$ cat config.mk
export PLATFORM = sky130hd
export DESIGN_NAME = liion_charge_state_controller
export DESIGN_NICKNAME = d
export VERILOG_FILES = /design/src/charge_ctrl_pkg.sv /design/src/liion_charge_state_controller.sv
export VERILOG_INCLUDE_DIRS = /design/src
export SDC_FILE = /design/constraint.sdc
export NUM_CORES = 1
export LEC_CHECK = 0
export ABC_CLOCK_PERIOD_IN_PS = 3100
export BUFFER_PORTS_ARGS = -buffer_cell sky130_fd_sc_hd__buf_2
export CAP_MARGIN = 20
export CORE_UTILIZATION = 45
export CTS_CLUSTER_SIZE = 28
export DETAILED_ROUTE_END_ITERATION = 16
export PLACE_DENSITY = 0.76
export SLEW_MARGIN = 20
export SYNTH_ARGS = -nofsm -noshare
export SYNTH_HDL_FRONTEND = slang
export SYNTH_SLANG_ARGS = --single-unit
$ cat constraint.sdc
create_clock -name clock -period 3.1 [get_ports clock]
set_clock_uncertainty 0.1 [all_clocks]
set_input_delay 0.31 -clock clock [delete_from_list [all_inputs] [get_ports clock]]
set_output_delay 0.31 -clock clock [all_outputs]
set_load 0.05 [all_outputs]
$ cat src/charge_ctrl_consts.svh
// Purpose: Offsets, field positions, reset values and timing counts for the charge controller.
// Assumes: Included by bare name; definitions only.
// Notes: Limits are in seconds of the internal timebase.
`ifndef CHARGE_CTRL_CONSTS_SVH
`define CHARGE_CTRL_CONSTS_SVH

`define CLK_PERIOD_NS 25
`define TICK_PERIOD_NS 1000000000
`define TICK_CYCLES_DEF (`TICK_PERIOD_NS / `CLK_PERIOD_NS)
`define TOP_OFF_S 16'h0010
`define PQ_LIMIT_RST 16'h0708
`define FC_LIMIT_RST 16'h2a30

`define OFS_CTRL 4'h0
`define OFS_PQ_LIMIT 4'h4
`define OFS_FC_LIMIT 4'h8
`define OFS_STATUS 4'hc
`define CTRL_TIMERS_OFF 0
`define CTRL_RST 32'h0000_0000
`define RESP_OKAY 2'b00
`define RESP_SLVERR 2'b10

`define SYNC_W 15
`define IN_DISABLE 0
`define IN_VIN_RISE 1
`define IN_VIN_FALL 2
`define IN_OVLO 3
`define IN_BAT_DEAD_LOW 4
`define IN_BAT_DEAD_UP 5
`define IN_BAT_PQ_UP 6
`define IN_BAT_REG 7
`define IN_I_BELOW_DONE 8
`define IN_I_ABOVE_DONE 9
`define IN_DIE_HOT 10
`define IN_DNI_SHORT 11
`define IN_ZONE_LO 12
`define IN_ZONE_HI 14

`define ZONE_COLD_OUT 3'h0
`define ZONE_COOL 3'h1
`define ZONE_NORMAL 3'h2
`define ZONE_WARM 3'h3
`define ZONE_HOT_OUT 3'h4

`define SEL_NONE 2'h0
`define SEL_PREQUAL 2'h1
`define SEL_FAST 2'h2

`endif

$ cat src/charge_ctrl_pkg.sv
// Purpose: Types shared by the charge controller.
// Assumes: Nothing beyond SystemVerilog.
// Notes: State codes are one-hot.
package charge_ctrl_pkg;
   typedef enum logic [9:0] {
      ST_DISABLED = 10'h001,
      ST_DEAD = 10'h002,
      ST_DEAD_PQ = 10'h004,
      ST_PREQUAL = 10'h008,
      ST_FAST_CC = 10'h010,
      ST_FAST_CV = 10'h020,
      ST_TOP_OFF = 10'h040,
      ST_DONE = 10'h080,
      ST_FAULT = 10'h100,
      ST_SUSPEND = 10'h200
   } charge_state_t;
endpackage

$ cat src/liion_charge_state_controller.sv
// Purpose: Charge state sequencer for a single-cell lithium charger with AXI4-Lite registers.
// Assumes: 40 MHz clock; comparator flags arrive asynchronously from the analog section.
// Notes: Behaviour
//
// The AXI4-Lite register port and the register addresses were decided locally.
`timescale 1ns/100ps
`include "charge_ctrl_consts.svh"

module liion_charge_state_controller
   import charge_ctrl_pkg::*;
#(
   parameter int unsigned TICK_CYCLES = `TICK_CYCLES_DEF
) (
   input wire logic clock, // System clock, 40 MHz.
   input wire logic rstn, // Asynchronous reset, active low.
   input wire logic charge_disable_in, // High disables charging.
   input wire logic vin_above_rise, // Input above undervoltage rise level.
   input wire logic vin_above_fall, // Input above undervoltage fall level.
   input wire logic vin_above_ovlo, // Input above overvoltage level.
   input wire logic bat_above_dead_low, // Battery above dead battery low level.
   input wire logic bat_above_dead_up, // Battery above dead battery upper level.
   input wire logic bat_above_pq_up, // Battery above prequal upper level.
   input wire logic bat_at_reg, // Battery at regulation voltage target.
   input wire logic i_below_done, // Charge current below done threshold.
   input wire logic i_above_done_margin, // Charge current above done threshold plus margin.
   input wire logic die_over_limit, // Die temperature above its limit.
   input wire logic done_prequal_short, // Program pin shorted to ground.
   input wire logic [2:0] thermistor_zone, // Thermistor zone code.
   output logic linear_on_ff, // Linear trickle path enable.
   output logic switcher_on_ff, // Switching charger enable.
   output logic [1:0] current_sel_ff, // Current target select.
   output logic half_scale_ff, // Current targets and done threshold at half.
   output logic reduced_vreg_ff, // Reduced regulation voltage target.
   output logic foldback_ff, // Fast current reduced for die temperature.
   output logic [9:0] state_out_ff, // Current charge state code.
   input wire logic [3:0] s_axi_awaddr, // Write address.
   input wire logic s_axi_awvalid, // Write address valid.
   output logic s_axi_awready, // Write address ready.
   input wire logic [31:0] s_axi_wdata, // Write data.
   input wire logic [3:0] s_axi_wstrb, // Write byte strobes.
   input wire logic s_axi_wvalid, // Write data valid.
   output logic s_axi_wready, // Write data ready.
   output logic [1:0] s_axi_bresp, // Write response.
   output logic s_axi_bvalid, // Write response valid.
   input wire logic s_axi_bready, // Write response ready.
   input wire logic [3:0] s_axi_araddr, // Read address.
   input wire logic s_axi_arvalid, // Read address valid.
   output logic s_axi_arready, // Read address ready.
   output logic [31:0] s_axi_rdata, // Read data.
   output logic [1:0] s_axi_rresp, // Read response.
   output logic s_axi_rvalid, // Read data valid.
   input wire logic s_axi_rready // Read data ready.
);

   function automatic logic [31:0] merge_strb(input logic [31:0] old, input logic [31:0] data,
                                              input logic [3:0] strb);
      logic [31:0] res;
      res = old;
      for (int i = 0; i < 4; i++) begin
         if (strb[i]) begin
            res[i*8 +: 8] = data[i*8 +: 8];
         end
      end
      return res;
   endfunction

   function automatic logic is_mapped(input logic [3:0] addr);
      return (addr == `OFS_CTRL) || (addr == `OFS_PQ_LIMIT) || (addr == `OFS_FC_LIMIT) ||
             (addr == `OFS_STATUS);
   endfunction

   // Input synchronisers: a change is accepted once stages two and three agree.
   logic [`SYNC_W-1:0] raw_in;
   logic [`SYNC_W-1:0] s1_ff, s2_ff, s3_ff, clean_ff;
   wire [`SYNC_W-1:0] nxt_clean = (s2_ff & s3_ff) | (clean_ff & (s2_ff | s3_ff));
   assign raw_in = {thermistor_zone, done_prequal_short, die_over_limit, i_above_done_margin,
                    i_below_done, bat_at_reg, bat_above_pq_up, bat_above_dead_up, bat_above_dead_low,
                    vin_above_ovlo, vin_above_fall, vin_above_rise, charge_disable_in};

   always_ff @(posedge clock or negedge rstn) begin
      if (!rstn) begin
         s1_ff <= '0;
         s2_ff <= '0;
         s3_ff <= '0;
         clean_ff <= '0;
      end else begin
         s1_ff <= raw_in;
         s2_ff <= s1_ff;
         s3_ff <= s2_ff;
         clean_ff <= nxt_clean;
      end
   end

   wire dis = clean_ff[`IN_DISABLE];
   wire vin_rise = clean_ff[`IN_VIN_RISE];
   wire vin_fall = clean_ff[`IN_VIN_FALL];
   wire ovlo = clean_ff[`IN_OVLO];
   wire bat_low_ok = clean_ff[`IN_BAT_DEAD_LOW];
   wire bat_db_ok = clean_ff[`IN_BAT_DEAD_UP];
   wire bat_pq_ok = clean_ff[`IN_BAT_PQ_UP];
   wire bat_reg = clean_ff[`IN_BAT_REG];
   wire i_low = clean_ff[`IN_I_BELOW_DONE];
   wire i_back = clean_ff[`IN_I_ABOVE_DONE];
   wire die_hot = clean_ff[`IN_DIE_HOT];
   wire pin_short = clean_ff[`IN_DNI_SHORT];
   wire [2:0] zone = clean_ff[`IN_ZONE_HI:`IN_ZONE_LO];
   wire zone_ok = (zone != `ZONE_COLD_OUT) && (zone != `ZONE_HOT_OUT);

   // Registers written by software, plus state and timer registers.
   logic [31:0] ctrl_ff, pq_limit_ff, fc_limit_ff;
   charge_state_t state_ff, nxt_state, resume_ff;
   logic [25:0] tick_cnt_ff;
   logic [15:0] pq_cnt_ff, fc_cnt_ff, to_cnt_ff;

   // Timebase: one tick per second of charge time.
   wire tick = (tick_cnt_ff == 26'(TICK_CYCLES - 1));
   always_ff @(posedge clock or negedge rstn) begin
      if (!rstn) begin
         tick_cnt_ff <= '0;
      end else begin
         tick_cnt_ff <= tick ? 26'h0 : tick_cnt_ff + 26'h1;
      end
   end

   wire in_pq_grp = (state_ff == ST_DEAD) || (state_ff == ST_DEAD_PQ) || (state_ff == ST_PREQUAL);
   wire in_fc_grp = (state_ff == ST_FAST_CC) || (state_ff == ST_FAST_CV);
   wire in_charge = in_pq_grp || in_fc_grp || (state_ff == ST_TOP_OFF);
   wire suspended = (state_ff == ST_SUSPEND);
   wire timers_on = !ctrl_ff[`CTRL_TIMERS_OFF];
   wire pq_expired = timers_on && (pq_cnt_ff >= pq_limit_ff[15:0]);
   wire fc_expired = timers_on && (fc_cnt_ff >= fc_limit_ff[15:0]);
   wire to_expired = (to_cnt_ff >= `TOP_OFF_S);
   wire short_fault = pin_short && ((zone == `ZONE_NORMAL) || (zone == `ZONE_WARM)) &&
                      (state_ff != ST_DEAD) && !die_hot;
   wire suspend_now = in_charge && (!zone_ok || ovlo);

   // Timers only advance in their own phase and hold through a suspend.
   always_ff @(posedge clock or negedge rstn) begin
      if (!rstn) begin
         pq_cnt_ff <= '0;
         fc_cnt_ff <= '0;
         to_cnt_ff <= '0;
      end else begin
         if (!in_pq_grp && !suspended) begin
            pq_cnt_ff <= '0;
         end else if (in_pq_grp && tick && pq_cnt_ff != 16'hffff) begin
            pq_cnt_ff <= pq_cnt_ff + 16'h1;
         end
         if (!in_fc_grp && state_ff != ST_TOP_OFF && !suspended) begin
            fc_cnt_ff <= '0;
         end else if (in_fc_grp && tick && fc_cnt_ff != 16'hffff) begin
            fc_cnt_ff <= fc_cnt_ff + 16'h1;
         end
         if (state_ff != ST_TOP_OFF && !suspended) begin
            to_cnt_ff <= '0;
         end else if (state_ff == ST_TOP_OFF && tick && !to_expired) begin
            to_cnt_ff <= to_cnt_ff + 16'h1;
         end
      end
   end

   always_comb begin
      nxt_state = state_ff;
      if (dis) begin
         nxt_state = ST_DISABLED;
      end else begin
         case (state_ff)
            ST_DISABLED: begin
               if (vin_rise) begin
                  if (!bat_low_ok) nxt_state = ST_DEAD;
                  else if (!bat_db_ok) nxt_state = ST_DEAD_PQ;
                  else if (!bat_pq_ok) nxt_state = ST_PREQUAL;
                  else nxt_state = ST_FAST_CC;
               end
            end
            ST_FAULT: nxt_state = ST_FAULT;
            default: begin
               if (!vin_fall) begin
                  nxt_state = ST_DISABLED;
               end else if (short_fault) begin
                  nxt_state = ST_FAULT;
               end else if (suspended) begin
                  if (zone_ok && !ovlo) nxt_state = resume_ff;
               end else if (suspend_now) begin
                  nxt_state = ST_SUSPEND;
               end else begin
                  case (state_ff)
                     ST_DEAD: begin
                        if (pq_expired) nxt_state = ST_FAULT;
                        else if (bat_low_ok) nxt_state = ST_DEAD_PQ;
                     end
                     ST_DEAD_PQ: begin
                        if (pq_expired) nxt_state = ST_FAULT;
                        else if (bat_db_ok) nxt_state = ST_PREQUAL;
                     end
                     ST_PREQUAL: begin
                        if (pq_expired) nxt_state = ST_FAULT;
                        else if (bat_pq_ok) nxt_state = ST_FAST_CC;
                     end
                     ST_FAST_CC: begin
                        if (fc_expired) nxt_state = ST_FAULT;
                        else if (bat_reg) nxt_state = ST_FAST_CV;
                     end
                     ST_FAST_CV: begin
                        if (fc_expired) nxt_state = ST_FAULT;
                        else if (i_low) nxt_state = ST_TOP_OFF;
                     end
                     ST_TOP_OFF: begin
                        if (i_back) nxt_state = ST_FAST_CV;
                        else if (to_expired) nxt_state = ST_DONE;
                     end
                     default: nxt_state = state_ff;
                  endcase
               end
            end
         endcase
      end
   end

   wire nxt_pq = (nxt_state == ST_DEAD_PQ) || (nxt_state == ST_PREQUAL);
   wire nxt_fast = (nxt_state == ST_FAST_CC) || (nxt_state == ST_FAST_CV) || (nxt_state == ST_TOP_OFF);
   wire nxt_linear = (nxt_state == ST_DEAD) || (nxt_state == ST_DEAD_PQ);
   wire nxt_switcher = nxt_pq || nxt_fast;
   wire [1:0] nxt_sel = nxt_fast ? `SEL_FAST : (nxt_pq ? `SEL_PREQUAL : `SEL_NONE);

   always_ff @(posedge clock or negedge rstn) begin
      if (!rstn) begin
         state_ff <= ST_DISABLED;
         resume_ff <= ST_DISABLED;
         linear_on_ff <= 1'b0;
         switcher_on_ff <= 1'b0;
         current_sel_ff <= `SEL_NONE;
         half_scale_ff <= 1'b0;
         reduced_vreg_ff <= 1'b0;
         foldback_ff <= 1'b0;
         state_out_ff <= 10'h001;
      end else begin
         state_ff <= nxt_state;
         if (nxt_state == ST_SUSPEND && !suspended) resume_ff <= state_ff;
         linear_on_ff <= nxt_linear;
         switcher_on_ff <= nxt_switcher;
         current_sel_ff <= nxt_sel;
         half_scale_ff <= (zone == `ZONE_COOL);
         reduced_vreg_ff <= (zone == `ZONE_WARM);
         foldback_ff <= die_hot && nxt_fast;
         state_out_ff <= nxt_state;
      end
   end

   // Register slave: address and data are caught separately and paired afterwards.
   logic aw_hold_ff, w_hold_ff;
   logic [3:0] awaddr_ff;
   logic [31:0] wdata_ff;
   logic [3:0] wstrb_ff;
   wire aw_fire = s_axi_awvalid && s_axi_awready;
   wire w_fire = s_axi_wvalid && s_axi_wready;
   wire ar_fire = s_axi_arvalid && s_axi_arready;
   wire do_write = aw_hold_ff && w_hold_ff && !s_axi_bvalid;
   wire nxt_aw_hold = (aw_hold_ff || aw_fire) && !do_write;
   wire nxt_w_hold = (w_hold_ff || w_fire) && !do_write;
   wire nxt_bvalid = do_write || (s_axi_bvalid && !s_axi_bready);
   wire nxt_rvalid = ar_fire || (s_axi_rvalid && !s_axi_rready);
   wire [31:0] status_word = {16'h0, 1'b0, zone, 2'b0, state_ff};
   wire [31:0] rd_word = (s_axi_araddr == `OFS_CTRL) ? ctrl_ff :
                         (s_axi_araddr == `OFS_PQ_LIMIT) ? pq_limit_ff :
                         (s_axi_araddr == `OFS_FC_LIMIT) ? fc_limit_ff :
                         (s_axi_araddr == `OFS_STATUS) ? status_word : 32'h0;

   always_ff @(posedge clock or negedge rstn) begin
      if (!rstn) begin
         aw_hold_ff <= 1'b0;
         w_hold_ff <= 1'b0;
         awaddr_ff <= '0;
         wdata_ff <= '0;
         wstrb_ff <= '0;
         s_axi_awready <= 1'b0;
         s_axi_wready <= 1'b0;
         s_axi_bvalid <= 1'b0;
         s_axi_bresp <= `RESP_OKAY;
         s_axi_arready <= 1'b0;
         s_axi_rvalid <= 1'b0;
         s_axi_rdata <= '0;
         s_axi_rresp <= `RESP_OKAY;
      end else begin
         aw_hold_ff <= nxt_aw_hold;
         w_hold_ff <= nxt_w_hold;
         if (aw_fire) awaddr_ff <= s_axi_awaddr;
         if (w_fire) wdata_ff <= s_axi_wdata;
         if (w_fire) wstrb_ff <= s_axi_wstrb;
         s_axi_awready <= !nxt_aw_hold && !nxt_bvalid;
         s_axi_wready <= !nxt_w_hold && !nxt_bvalid;
         s_axi_bvalid <= nxt_bvalid;
         if (do_write) s_axi_bresp <= is_mapped(awaddr_ff) ? `RESP_OKAY : `RESP_SLVERR;
         s_axi_arready <= !nxt_rvalid;
         s_axi_rvalid <= nxt_rvalid;
         if (ar_fire) s_axi_rdata <= rd_word;
         if (ar_fire) s_axi_rresp <= is_mapped(s_axi_araddr) ? `RESP_OKAY : `RESP_SLVERR;
      end
   end

   // Limits are 16 bits; the upper half of each word always reads zero.
   always_ff @(posedge clock or negedge rstn) begin
      if (!rstn) begin
         ctrl_ff <= `CTRL_RST;
         pq_limit_ff <= {16'h0, `PQ_LIMIT_RST};
         fc_limit_ff <= {16'h0, `FC_LIMIT_RST};
      end else if (do_write) begin
         if (awaddr_ff == `OFS_CTRL) ctrl_ff <= merge_strb(ctrl_ff, wdata_ff, wstrb_ff) & 32'h0000_0001;
         if (awaddr_ff == `OFS_PQ_LIMIT) pq_limit_ff <= merge_strb(pq_limit_ff, wdata_ff, wstrb_ff) & 32'h0000_ffff;
         if (awaddr_ff == `OFS_FC_LIMIT) fc_limit_ff <= merge_strb(fc_limit_ff, wdata_ff, wstrb_ff) & 32'h0000_ffff;
      end
   end
endmodule

==> qor.tcl, run 1 <==
set qor(routed_wire_length_per_instance_um) 17.3
set qor(drc) 0
set qor(fill_cells) 1898
set qor(maximum_ir_drop_on_the_vdd_rail_v) 0.000420
set qor(cp_data_required_time_ps) 3410
set qor(totalNegativeSetupSlack_ps) -3870
set qor(clkTransAtPathRegs_ps) 60
set qor(timing_max_transition_violations_final) 0
set qor(initial_cell_density_of_the_core_pct) 46.0
set qor(drt.antenna.violating_nets) 0
set qor(total_leakage_power_uw) 0.00672
set qor(floorplan.die.height_um) 160
set qor(yosys_warnings) 0
set qor(cp.depth) 13
set qor(final_core_utilization_pct) 61.0
set qor(number_of_antenna_violations_at_the_first_check_in_global_routing) 1
set qor(cts.htree.levels) 1
set qor(core_area_sq_mm) 0.0244
set qor(critical-path-max-stage-delay_ps) 520
set qor(synth-edff-count) 0
set qor(slew_headroom_pct) 38.6
set qor(port-buffer-count) 87
set qor(top_level_ports) 124
set qor(dpl.cell_count) 1592
set qor(fmax_mhz) 290
set qor(dr.first_iter.drc_count) 666
set qor(end_kind) {flop}
set qor(dr.pass1.iters) 5
set qor(layout_net_count) 1454
set qor(tightestPinTransition_ps) 919
set qor(critical_path.startpoint_type) {flop}
set qor(cell_area_synth_sq_mm) 0.0112
set qor(p_per_area_mw_per_mm2) 660
set qor(failed_checks) {setup timing}
set qor(std_cell_rows) 57
set qor(synthFlopType) {dfrtp_1}
set qor(tritoncts.num_buffers) 25
set qor(via_count) 9079
set qor(hold_ws_ps) 232
set qor(drive_above_1_share_pct) 32.2
set qor(finalHoldViolations) 0
set qor(critical_path.cell_chain) {inv_2 > ha_4 > nand4_1 > buf_4 > nor2_1 > nor4_4 > a31oi_4 > o21ai_2 > o31a_1 > a211o_1 > nor4_4 > buf_4 > mux2_4}
set qor(timing.max_cap.violations) 0
set qor(grt.overflow.total) 0
set qor(cp_data_arrival_time_ps) 3750
set qor(gpl.final_weighted_congestion) 0.948
set qor(critPathMaxFanout) 3
set qor(clock_sink_count) 241
set qor(fin_crit_sh_pct) 111
set qor(synth.distinct_cells) 78
set qor(worst_hold_path_type) {primary input to flop}
set qor(clk_root_buffer_cell) {clkbuf_16}
set qor(synth-seq-cells) 241
set qor(die_area_sq_mm) 0.0255
set qor(critical_path.top_delay_family) {compound AO/OA/AOI/OAI gates}
set qor(post-dp-hpwl_mm) 20.4
set qor(post_drt_via_cell_ratio) 5.37
set qor(drt-total-wl_mm) 29.3
set qor(number_of_cell_instances_on_the_worst_register_to_register_path) 13
set qor(avgSynthCellArea_sq_um) 10.7
set qor(clock_tree_from_tritoncts) {built}
set qor(num_antenna_cells) 0
set qor(setup-violations-final) 15
set qor(synth.yosys.seq_area_share_pct) 53.9
set qor(report.power.total_uw) 9820
set qor(timing.hold.worst_path_depth) 3
set qor(max-clock-path-buffers) 3
set qor(clock_insertion_delay_at_the_later_pin_of_the_skew_report_ps) 530
set qor(grt_setup_unrepaired) {true}
set qor(die_width_um) 160
set qor(groute.usage.overall_pct) 22.7
set qor(setup.worst_path.class) {flop to flop}
set qor(post_layout_instance_count_excluding_filler_cells) 1692
set qor(period_needed_ps) 3440
set qor(grt_pass1_wl_mm) 46.6
set qor(area_growth_pct) 32.8
set qor(maximum_number_of_pins_on_one_net_before_global_route_repair) 98
set qor(status) {complete, but fails checks}
set qor(timing.critical_path.slowest_stage_cell) {dfstp_2}
set qor(timing.final.ws_setup_ps) -343
set qor(postSynthCellCount) 1051
set qor(grt_pass1_vias) 9063
set qor(synthArstFlopShare_pct) 100
set qor(cp_num_buf_inv) 3
-- layout make-up --
class | count | area, sq um | share of cell area (%)
clock inverter | 7 | 70.1 | 0.471
sequential | 241 | 6050 | 40.7
tap | 324 | 405 | 2.72
multi-input combinational | 728 | 5180 | 34.8
timing repair buffer | 305 | 2240 | 15.0
clock buffer | 37 | 751 | 5.04
inverter | 50 | 188 | 1.26
-- worst register-to-register path, delay by kind of cell, from the launching register on --
kind | cells | cell delay (ps)
flops | 1 | 520
buf+inv | 3 | 470
simple gates | 4 | 730
fa+ha+maj | 1 | 270
compound gates | 4 | 940
mux | 1 | 300
-- path summary, 6_finish.rpt --
check	to	slack, ps	startpoint
setup reg to reg	resume_ff[6]	-340	fc_limit_ff[13]
hold reg to reg	s2_ff[13]	250	s1_ff[13]
hold / removal	s_axi_rdata[9]	230	s_axi_araddr[3]
min in group asynchronous	pq_cnt_ff[10]	300	rstn
max in group asynchronous	s3_ff[2]	1750	rstn
setup / recovery	resume_ff[6]	-340	fc_limit_ff[13]
-- synth_stat cells, drive strengths merged (3+ instances only) --
cell type / instances / area share [%]
a41oi: 3 / 0.30
nand3: 27 / 1.2
o21bai: 4 / 0.27
a31oi: 8 / 0.45
buf: 25 / 1.6
xnor2: 28 / 2.2
mux2i: 5 / 0.45
nor2b: 8 / 0.45
nor4b: 4 / 0.37
o31ai: 4 / 0.27
or3: 24 / 1.3
dfstp: 11 / 2.6
or4: 7 / 0.54
nor4: 15 / 1.2
and4: 5 / 0.39
dfrtp: 230 / 51
a211o: 4 / 0.31
clkbuf: 24 / 0.80
nand2: 110 / 3.7
and2: 17 / 0.95
inv: 50 / 1.7
xor2: 19 / 1.5
nor3: 26 / 1.3
nand2b: 8 / 0.45
o21a: 3 / 0.20
ha: 37 / 4.1
a21oi: 35 / 1.6
nor2: 82 / 2.8
and3: 10 / 0.56
mux2: 45 / 4.5
or2: 7 / 0.39
nand4: 16 / 0.89
o21ai: 78 / 3.5
maj3: 15 / 1.3
a22oi: 16 / 1.1
-- layer usage --
metal | GRT usage [%] | part of all wire, % | vias to the layer above
met5 | 0 | 0 | -
met3 | 3.53 | 5.4 | 74
met2 | 38.2 | 48 | 270
met1 | 29.9 | 44 | 4478
met4 | 8.01 | 3.2 | 0
li1 | - | - | 4257
-- state kept, by name, indices dropped and copies added (netlist names), 2 cells and up --
name,flops
tick_cnt_ff,26
fc_cnt_ff,16
fc_limit_ff,16
pq_cnt_ff,16
pq_limit_ff,16
s_axi_rdata,16
to_cnt_ff,16
wdata_ff,16
clean_ff,15
s1_ff,15
s2_ff,15
s3_ff,15
resume_ff,10
state_ff,10
awaddr_ff,4
current_sel_ff,2
wstrb_ff,2
-- cells by family (layout without fill, tap and decap cells) --
| family | Yosys count | count (layout) | share of synthesized area [%] |
|---|---|---|---|
| simple gates | 377 | 377 | 17.2 |
| flops | 241 | 241 | 53.9 |
| compound gates | 183 | 183 | 10.4 |
| buf+inv | 99 | 399 | 4.04 |
| fa+ha+maj | 52 | 52 | 5.47 |
| mux | 51 | 51 | 5.20 |
| xor+xnor | 47 | 47 | 3.67 |
| other cells | 1 | 18 | 0.0335 |
-- per-stage QoR --
| step | area (sq um) | worst slack [ps] |
|---|---|---|
| after global routing | 14900 | -443 |
| after CTS | 14700 | -241 |
| final | 14900 | -343 |
| after floorplan | 11400 | -237 |
| after detailed placement | 13200 | -551 |
| after global placement | 13200 | -475 |
-- where the power goes --
group	leakage (uW)	switching, uW	internal (uW)	total, uW
registers	0.00308	343	3550	3890
logic	0.00323	1670	1290	2960
clock network	0.000405	1210	1750	2970
-- placed cells by master (no fill, tap or decap), types with 10 or more instances in the layout --
cell type,count
inv_1,45
a22oi_1,15
and3_1,10
buf_4,169
nand4_1,16
nand2_1,108
nor3_1,15
dfrtp_1,222
maj3_1,15
nor2_1,76
a21oi_1,34
o21ai_0,73
nand3_1,26
xnor2_1,28
ha_1,31
dlygate4sd3_1,42
conb_1,18
mux2_2,39
xor2_1,19
buf_2,86
and2_1,17
or3_1,23
clkbuf_16,25
dfstp_2,11
-- timing repair --
item,4_1_cts,5_1_grt
hold buffers,42,0
setup buffers,7,8
endpoints found under the hold margin,126,0
pin swaps,11,26
gates resized for setup,32,30
gates cloned,0,0
endpoints found under the setup margin,18,32
Power figures use the tool's default switching activity.
==> run 2, diff against run 1 <==
--- a/config.mk
+++ b/config.mk
@@ -7,12 +7,14 @@
 export NUM_CORES = 1
 export LEC_CHECK = 0
 export ABC_CLOCK_PERIOD_IN_PS = 3100
-export BUFFER_PORTS_ARGS = -buffer_cell sky130_fd_sc_hd__buf_2
 export CAP_MARGIN = 20
+export CORE_MARGIN = 3
 export CORE_UTILIZATION = 45
+export CTS_BUF_LIST = sky130_fd_sc_hd__clkbuf_8
 export CTS_CLUSTER_SIZE = 28
 export DETAILED_ROUTE_END_ITERATION = 16
-export PLACE_DENSITY = 0.76
+export DONT_BUFFER_PORTS = 1
+export PLACE_DENSITY = 0.72
 export SLEW_MARGIN = 20
 export SYNTH_ARGS = -nofsm -noshare
 export SYNTH_HDL_FRONTEND = slang
==> qor.tcl, run 2 (synthesis gave the netlist of run 1 again) <==
set qor(status) {complete, but fails checks}
set qor(failed_checks) {hold timing, setup timing}
set qor(clkTransAtPathRegs_ps) 70 ;# about the same
set qor(clk_root_buffer_cell) {clkbuf_8}
set qor(port-buffer-count) 0 ;# -100%
set qor(critPathMaxFanout) 4 ;# +1
set qor(area_growth_pct) 26.5
set qor(via_count) 8684 ;# -4.4%
set qor(post_drt_via_cell_ratio) 5.39 ;# +0.52%
set qor(number_of_cell_instances_on_the_worst_register_to_register_path) 13 ;# unchanged
set qor(fill_cells) 1986 ;# +4.6%
set qor(cts_hold_buffers) 46 ;# +9.5%
set qor(cp_data_required_time_ps) 3430 ;# +20 ps
set qor(number_of_antenna_violations_at_the_first_check_in_global_routing) 1 ;# unchanged
set qor(tightestPinTransition_ps) 1080 ;# +164 ps
set qor(drt.antenna.violating_nets) 0 ;# unchanged
set qor(cts.htree.levels) 2 ;# +1
set qor(std_cell_rows) 57 ;# unchanged
set qor(drc) 0 ;# unchanged
set qor(maximum_number_of_pins_on_one_net_before_global_route_repair) 242 ;# +150%
set qor(grt_pass1_wl_mm) 44.8 ;# -4.0%
set qor(slew_headroom_pct) 27.6 ;# -11 points
set qor(max-clock-path-buffers) 3 ;# unchanged
set qor(rrSetupSlack_ps) -400 ;# -60 ps
set qor(maximum_ir_drop_on_the_vdd_rail_v) 0.000403 ;# -4.1%
set qor(groute.usage.overall_pct) 20.9 ;# -1.8 points
set qor(p_per_area_mw_per_mm2) 667 ;# +1.1%
set qor(grt_setup_unrepaired) {true}
set qor(total_leakage_power_uw) 0.00625 ;# -7.0%
set qor(setup-violations-final) 15 ;# unchanged
set qor(mostFrequentLayoutCells) {dfrtp_1 (222), buf_4 (141), nand2_1 (108), nor2_1 (77), o21ai_0 (74)}
set qor(top_level_ports) 124 ;# unchanged
set qor(floorplan.die.height_um) 164 ;# +2.5%
set qor(drt-total-wl_mm) 27.9 ;# -4.8%
set qor(layout_net_count) 1360 ;# -6.5%
set qor(timing_max_transition_violations_final) 0 ;# unchanged
set qor(initial_cell_density_of_the_core_pct) 46.0 ;# unchanged
set qor(hold_ws_ps) -656 ;# -889 ps
set qor(tritoncts.num_buffers) 42 ;# +68%
set qor(cp_data_arrival_time_ps) 3830 ;# +80 ps
set qor(finalHoldViolations) 241 ;# +241
set qor(number_of_flip_flops_under_the_largest_register_name) 26 ;# unchanged
set qor(mostFrequentLayoutCell) {dfrtp_1}
set qor(setup.worst_path.class) {flop to flop}
set qor(gpl.final_weighted_congestion) 0.910 ;# -4.0%
set qor(dr.pass1.iters) 5 ;# unchanged
set qor(clock_tree_from_tritoncts) {built}
set qor(end_kind) {flop}
set qor(post-dp-hpwl_mm) 18.9 ;# -7.1%
set qor(timing.final.ws_setup_ps) -405 ;# -61.2 ps
set qor(drive_above_1_share_pct) 26.0 ;# -6.2 points
set qor(worstReg2RegStart) {fc_limit_ff[13]}
set qor(core_area_sq_mm) 0.0244 ;# unchanged
set qor(die_area_sq_mm) 0.0268 ;# +5.1%
set qor(worst_setup_slack_post_dpl_ps) -388 ;# +163 ps
set qor(timing.max_cap.violations) 0 ;# unchanged
set qor(timing.rr.end) {resume_ff[4]}
set qor(routed_wire_length_per_instance_um) 17.3 ;# about the same
set qor(fin_crit_sh_pct) 113 ;# +2.0 points
set qor(critical_path.startpoint_type) {flop}
set qor(final_core_utilization_pct) 58.1 ;# -2.9 points
set qor(grt.overflow.total) 0 ;# unchanged
set qor(fmax_mhz) 285 ;# -1.7%
set qor(clock_insertion_delay_at_the_later_pin_of_the_skew_report_ps) 570 ;# +40 ps
set qor(clock_sink_count) 241 ;# unchanged
set qor(largest-register) {tick_cnt_ff}
set qor(dr.first_iter.drc_count) 537 ;# -19%
set qor(period_needed_ps) 3500 ;# +61.2 ps
set qor(worst_hold_path_type) {primary input to async pin}
set qor(die_width_um) 164 ;# +2.5%
set qor(grt_pass1_vias) 8804 ;# -2.9%
## run 2: routing by layer
layer / routed length, um / part of all wire, % / track usage, %
met1: 12300 / 44 / 28.0
met2: 13300 / 48 / 34.1
met3: 1330 / 4.8 / 3.68
met4: 888 / 3.2 / 7.92
met5: 0 / 0 / 0
## run 2: worst max path at each step
| stage | start | depth (start not counted) | slack [ps] | endpoint |
|---|---|---|---|---|
| global placement | fc_limit_ff[13] | 13 | -350 | resume_ff[1] |
| CTS | fc_limit_ff[13] | 12 | -340 | resume_ff[3] |
| finish | fc_limit_ff[13] | 13 | -400 | resume_ff[4] |
| floorplan | state_ff[6] | 10 | -240 | resume_ff[1] |
| global route | pq_limit_ff[13] | 14 | -490 | resume_ff[4] |
| detailed placement | fc_limit_ff[13] | 12 | -390 | resume_ff[3] |
## run 2: area by class of cell
| class | instances | area, sq um | share of cell area, % |
|---|---|---|---|
| Sequential cell | 241 | 6050 | 42.7 |
| Multi-Input combinational cell | 728 | 5090 | 35.9 |
| Timing Repair Buffer | 194 | 1600 | 11.3 |
| Clock buffer | 51 | 702 | 4.95 |
| Tap cell | 324 | 405 | 2.86 |
| Inverter | 50 | 188 | 1.32 |
| Clock inverter | 21 | 133 | 0.935 |
| Antenna cell | 1 | 2.50 | 0.0177 |
## run 2: critical path, cell delays in order (launching register included)
cell and delay, ps:
dfstp_2 530, inv_2 40, ha_4 260, nand4_1 190, nor3_4 280, o2111ai_4 190, a31o_4 280, a41oi_2 160
buf_4 170, a31oi_4 70, or2_4 260, nor4_4 330, buf_4 210, mux2_4 310
## run 2: metrics by stage
stage               setup TNS, ps  hold slack (ps)  std cells  instance area [sq um]  power [uW]
floorplan                   -1550            -85.6       1068                  11400        5420
detailed placement          -3970            -78.3       1483                  12600        6240
global placement            -3510            -73.9       1483                  12600        6190
CTS                         -3740             -693       1607                  14000        9360
global route                -5960             -697       1610                  14200        9920
finish                      -4370             -656       1610                  14200        9450
## run 2: repair_timing
| action | 4_1_cts | 5_1_grt |
|---|---|---|
| endpoints found under the setup margin | 15 | 28 |
| gates resized for setup | 25 | 26 |
| endpoints found under the hold margin | 299 | 241 |
| pin swaps | 15 | 20 |
| setup buffers | 6 | 2 |
## run 2: power by group
group,leakage (uW),switching [uW],internal [uW]
sequential,0.00308,564,3540
clock,0.000480,1290,1570
combinational,0.00269,1290,1190
==> run 3, diff against run 2 <==
--- a/config.mk
+++ b/config.mk
@@ -7,14 +7,13 @@
 export NUM_CORES = 1
 export LEC_CHECK = 0
 export ABC_CLOCK_PERIOD_IN_PS = 3100
-export CAP_MARGIN = 20
+export BUFFER_PORTS_ARGS = -buffer_cell sky130_fd_sc_hd__buf_2
+export CAP_MARGIN = 30
 export CORE_MARGIN = 3
 export CORE_UTILIZATION = 45
-export CTS_BUF_LIST = sky130_fd_sc_hd__clkbuf_8
 export CTS_CLUSTER_SIZE = 28
 export DETAILED_ROUTE_END_ITERATION = 16
-export DONT_BUFFER_PORTS = 1
-export PLACE_DENSITY = 0.72
+export PLACE_DENSITY = 0.76
 export SLEW_MARGIN = 20
 export SYNTH_ARGS = -nofsm -noshare
 export SYNTH_HDL_FRONTEND = slang
==> qor.tcl, run 3 (synthesis gave the netlist of run 1 again) <==
set qor(status) {complete, but fails checks}
set qor(failed_checks) {setup timing}
set qor(netSwitchingPower_uw) 3380 ;# +7.4%
set qor(timing.final.ws_setup_ps) -361 ;# +43.2 ps
set qor(tritoncts.num_buffers) 26 ;# -38%
set qor(total_leakage_power_uw) 0.00675 ;# +8.1%
set qor(max-clock-path-buffers) 3 ;# unchanged
set qor(number_of_flip_flops_under_the_largest_register_name) 26 ;# unchanged
set qor(floorplan.die.height_um) 164 ;# unchanged
set qor(hold_ws_ps) 215 ;# +871 ps
set qor(core_area_sq_mm) 0.0244 ;# unchanged
set qor(grt_pass1_wl_mm) 47.8 ;# +6.9%
set qor(clock_insertion_delay_at_the_later_pin_of_the_skew_report_ps) 540 ;# -30 ps
set qor(rrSetupSlack_ps) -360 ;# +40 ps
set qor(die_area_sq_mm) 0.0268 ;# unchanged
set qor(cp_data_arrival_time_ps) 3780 ;# -50 ps
set qor(area_growth_pct) 34.2
set qor(grt_setup_unrepaired) {true}
set qor(critical_path.cell_chain) {inv_1 > ha_1 > nand2_2 > nor3_4 > o2111ai_4 > a31oi_4 > buf_6 > a21oi_2 > o211a_1 > or2_4 > nor4_4 > buf_4 > mux2_4}
set qor(std_cell_rows) 57 ;# unchanged
set qor(drc) 0 ;# unchanged
set qor(worst_setup_path_endpoint) {resume_ff[5]}
set qor(timing.rr.end) {resume_ff[5]}
set qor(sw_frac_of_total_pct) 33.0 ;# -0.27 points
set qor(power.combinational.fraction_pct) 29.1 ;# +2.8 points
set qor(cp_data_required_time_ps) 3420 ;# about the same
set qor(port-buffer-count) 87 ;# +87
set qor(clock_sink_count) 241 ;# unchanged
set qor(internal_power_uw) 6860 ;# +8.7%
set qor(clkPwrFrac_pct) 32.6 ;# +2.3 points
set qor(setup-violations-final) 15 ;# unchanged
set qor(dr.first_iter.drc_count) 943 ;# +76%
set qor(placed_cell_area_sq_mm) 0.0132 ;# +4.8%
set qor(number_of_cell_instances_on_the_worst_register_to_register_path) 13 ;# unchanged
set qor(dr.pass1.iters) 5 ;# unchanged
set qor(largest-register) {tick_cnt_ff}
set qor(worst_hold_path_type) {primary input to flop}
set qor(hold_path.startpoint) {s_axi_araddr[3]}
set qor(number_of_antenna_violations_at_the_first_check_in_global_routing) 0 ;# -1
set qor(finalHoldViolations) 0 ;# -100%
set qor(via_count) 9253 ;# +6.6%
set qor(seq_power_share_pct) 38.4 ;# -5.1 points
set qor(fmax_mhz) 289 ;# +1.2%
set qor(maximum_number_of_pins_on_one_net_before_global_route_repair) 93 ;# -62%
set qor(clock_tree_from_tritoncts) {built}
set qor(cts.htree.levels) 1 ;# -1
set qor(critPathMaxFanout) 4 ;# unchanged
set qor(crit_start) {fc_limit_ff[11]}
set qor(grt_pass1_vias) 9305 ;# +5.7%
set qor(top_level_ports) 124 ;# unchanged
set qor(setup.worst_path.class) {flop to flop}
set qor(period_needed_ps) 3460 ;# -43.2 ps
set qor(mostFrequentLayoutCell) {dfrtp_1}
set qor(critical-path-max-stage-delay_ps) 530 ;# about the same
set qor(layout_net_count) 1455 ;# +7.0%
set qor(maximum_ir_drop_on_the_vdd_rail_v) 0.000551 ;# +37%
set qor(timing.critical_path.slowest_stage_cell) {dfstp_2}
set qor(routed_wire_length_per_instance_um) 17.6 ;# +1.8%
set qor(final_design_area_no_fill_sq_mm) 0.0150 ;# +6.1%
set qor(fill_cells) 1869 ;# -5.9%
set qor(post-dp-hpwl_mm) 20.0 ;# +5.8%
set qor(area_of_combinational_cells_with_multiple_inputs_sq_mm) 0.00519 ;# +2.0%
set qor(timing_max_transition_violations_final) 0 ;# unchanged
set qor(slew_headroom_pct) 38.2 ;# +11 points
set qor(regArea_sq_mm) 0.00605 ;# unchanged
set qor(die_width_um) 164 ;# unchanged
set qor(clk_root_buffer_cell) {clkbuf_16}
set qor(gpl.final_weighted_congestion) 0.938 ;# +3.1%
set qor(critical_path.startpoint_type) {flop}
set qor(worstReg2RegStart) {fc_limit_ff[11]}
set qor(p_per_area_mw_per_mm2) 680 ;# +2.0%
set qor(drive_above_1_share_pct) 32.7 ;# +6.7 points
set qor(worst_setup_slack_post_dpl_ps) -540 ;# -152 ps
set qor(grt.overflow.total) 0 ;# unchanged
set qor(clkTransAtPathRegs_ps) 70 ;# about the same
set qor(fin_crit_sh_pct) 112 ;# -1.4 points
set qor(drt.antenna.violating_nets) 0 ;# unchanged
set qor(timing.max_cap.violations) 0 ;# unchanged
set qor(drt-total-wl_mm) 29.9 ;# +7.3%
set qor(post_drt_via_cell_ratio) 5.45 ;# +1.1%
set qor(groute.usage.overall_pct) 22.1 ;# +1.2 points
set qor(end_kind) {flop}
set qor(initial_cell_density_of_the_core_pct) 46.0 ;# unchanged
set qor(mostFrequentLayoutCells) {dfrtp_1 (222), buf_4 (166), nand2_1 (106), buf_2 (86), nor2_1 (76)}
set qor(tightestPinTransition_ps) 924 ;# -159 ps
run 3: area by class of cell:
type                            count  area share, %
Antenna cell                        1         0.0166
Clock buffer                       32           4.81
Clock inverter                     16           1.44
Inverter                           50           1.25
Multi-Input combinational cell    728           34.5
Sequential cell                   241           40.2
Tap cell                          324           2.69
Timing Repair Buffer              305           15.0
run 3: layer usage:
layer,vias up,routed length (um),global-route usage (%)
li1,4269,-,-
met1,4534,12400,29.2
met2,364,14500,37.0
met3,86,1970,3.53
met4,0,1110,8.00
met5,-,0,0
run 3: worst min-delay path by stage:
stage	end	slack, ps	cells past startpoint
6_report	s_axi_rdata[8]	220	3
5_1_grt	s_axi_rdata[8]	200	3
4_1_cts	s_axi_rdata[8]	200	3
3_5_place_dp	s2_ff[4]	230	0
3_3_place_gp	s2_ff[13]	230	0
2_1_floorplan	aw_hold_ff	-90	0
run 3: critical path, delay by kind of cell (launching register included):
kind	cells	cell delay, ps
compound gates	4	730
fa+ha+maj	1	340
buf+inv	3	410
flops	1	530
mux	1	300
simple gates	4	950
run 3: stage by stage:
step           setup TNS, ps  instances  power (uW)  util, %
2_1_floorplan          -1550       1068        5420        -
6_report               -3910       1697       10200     61.7
5_1_grt                -5420       1696       10600     61.7
3_3_place_gp           -4720       1585        6390     53.9
4_1_cts                -1800       1692       10100     61.1
3_5_place_dp           -6060       1586        6460     53.9
run 3: power groups by stage:
stage / sequential, uW / clock (uW) / combinational, uW
after floorplan: 4070 / 0 / 1340
after global placement: 3920 / 0 / 2470
after detailed placement: 3940 / 0 / 2520
after CTS: 3900 / 3360 / 2810
after global routing: 3950 / 3510 / 3170
final: 3930 / 3330 / 2980
run 3: repair_timing:
action / CTS / global route
pin swaps: 29 / 12
hold buffers: 42 / 0
cloned: 0 / 0
hold endpoints to repair: 122 / 0
setup endpoints to repair: 17 / 30
resized for setup: 51 / 22
setup buffers: 17 / 4
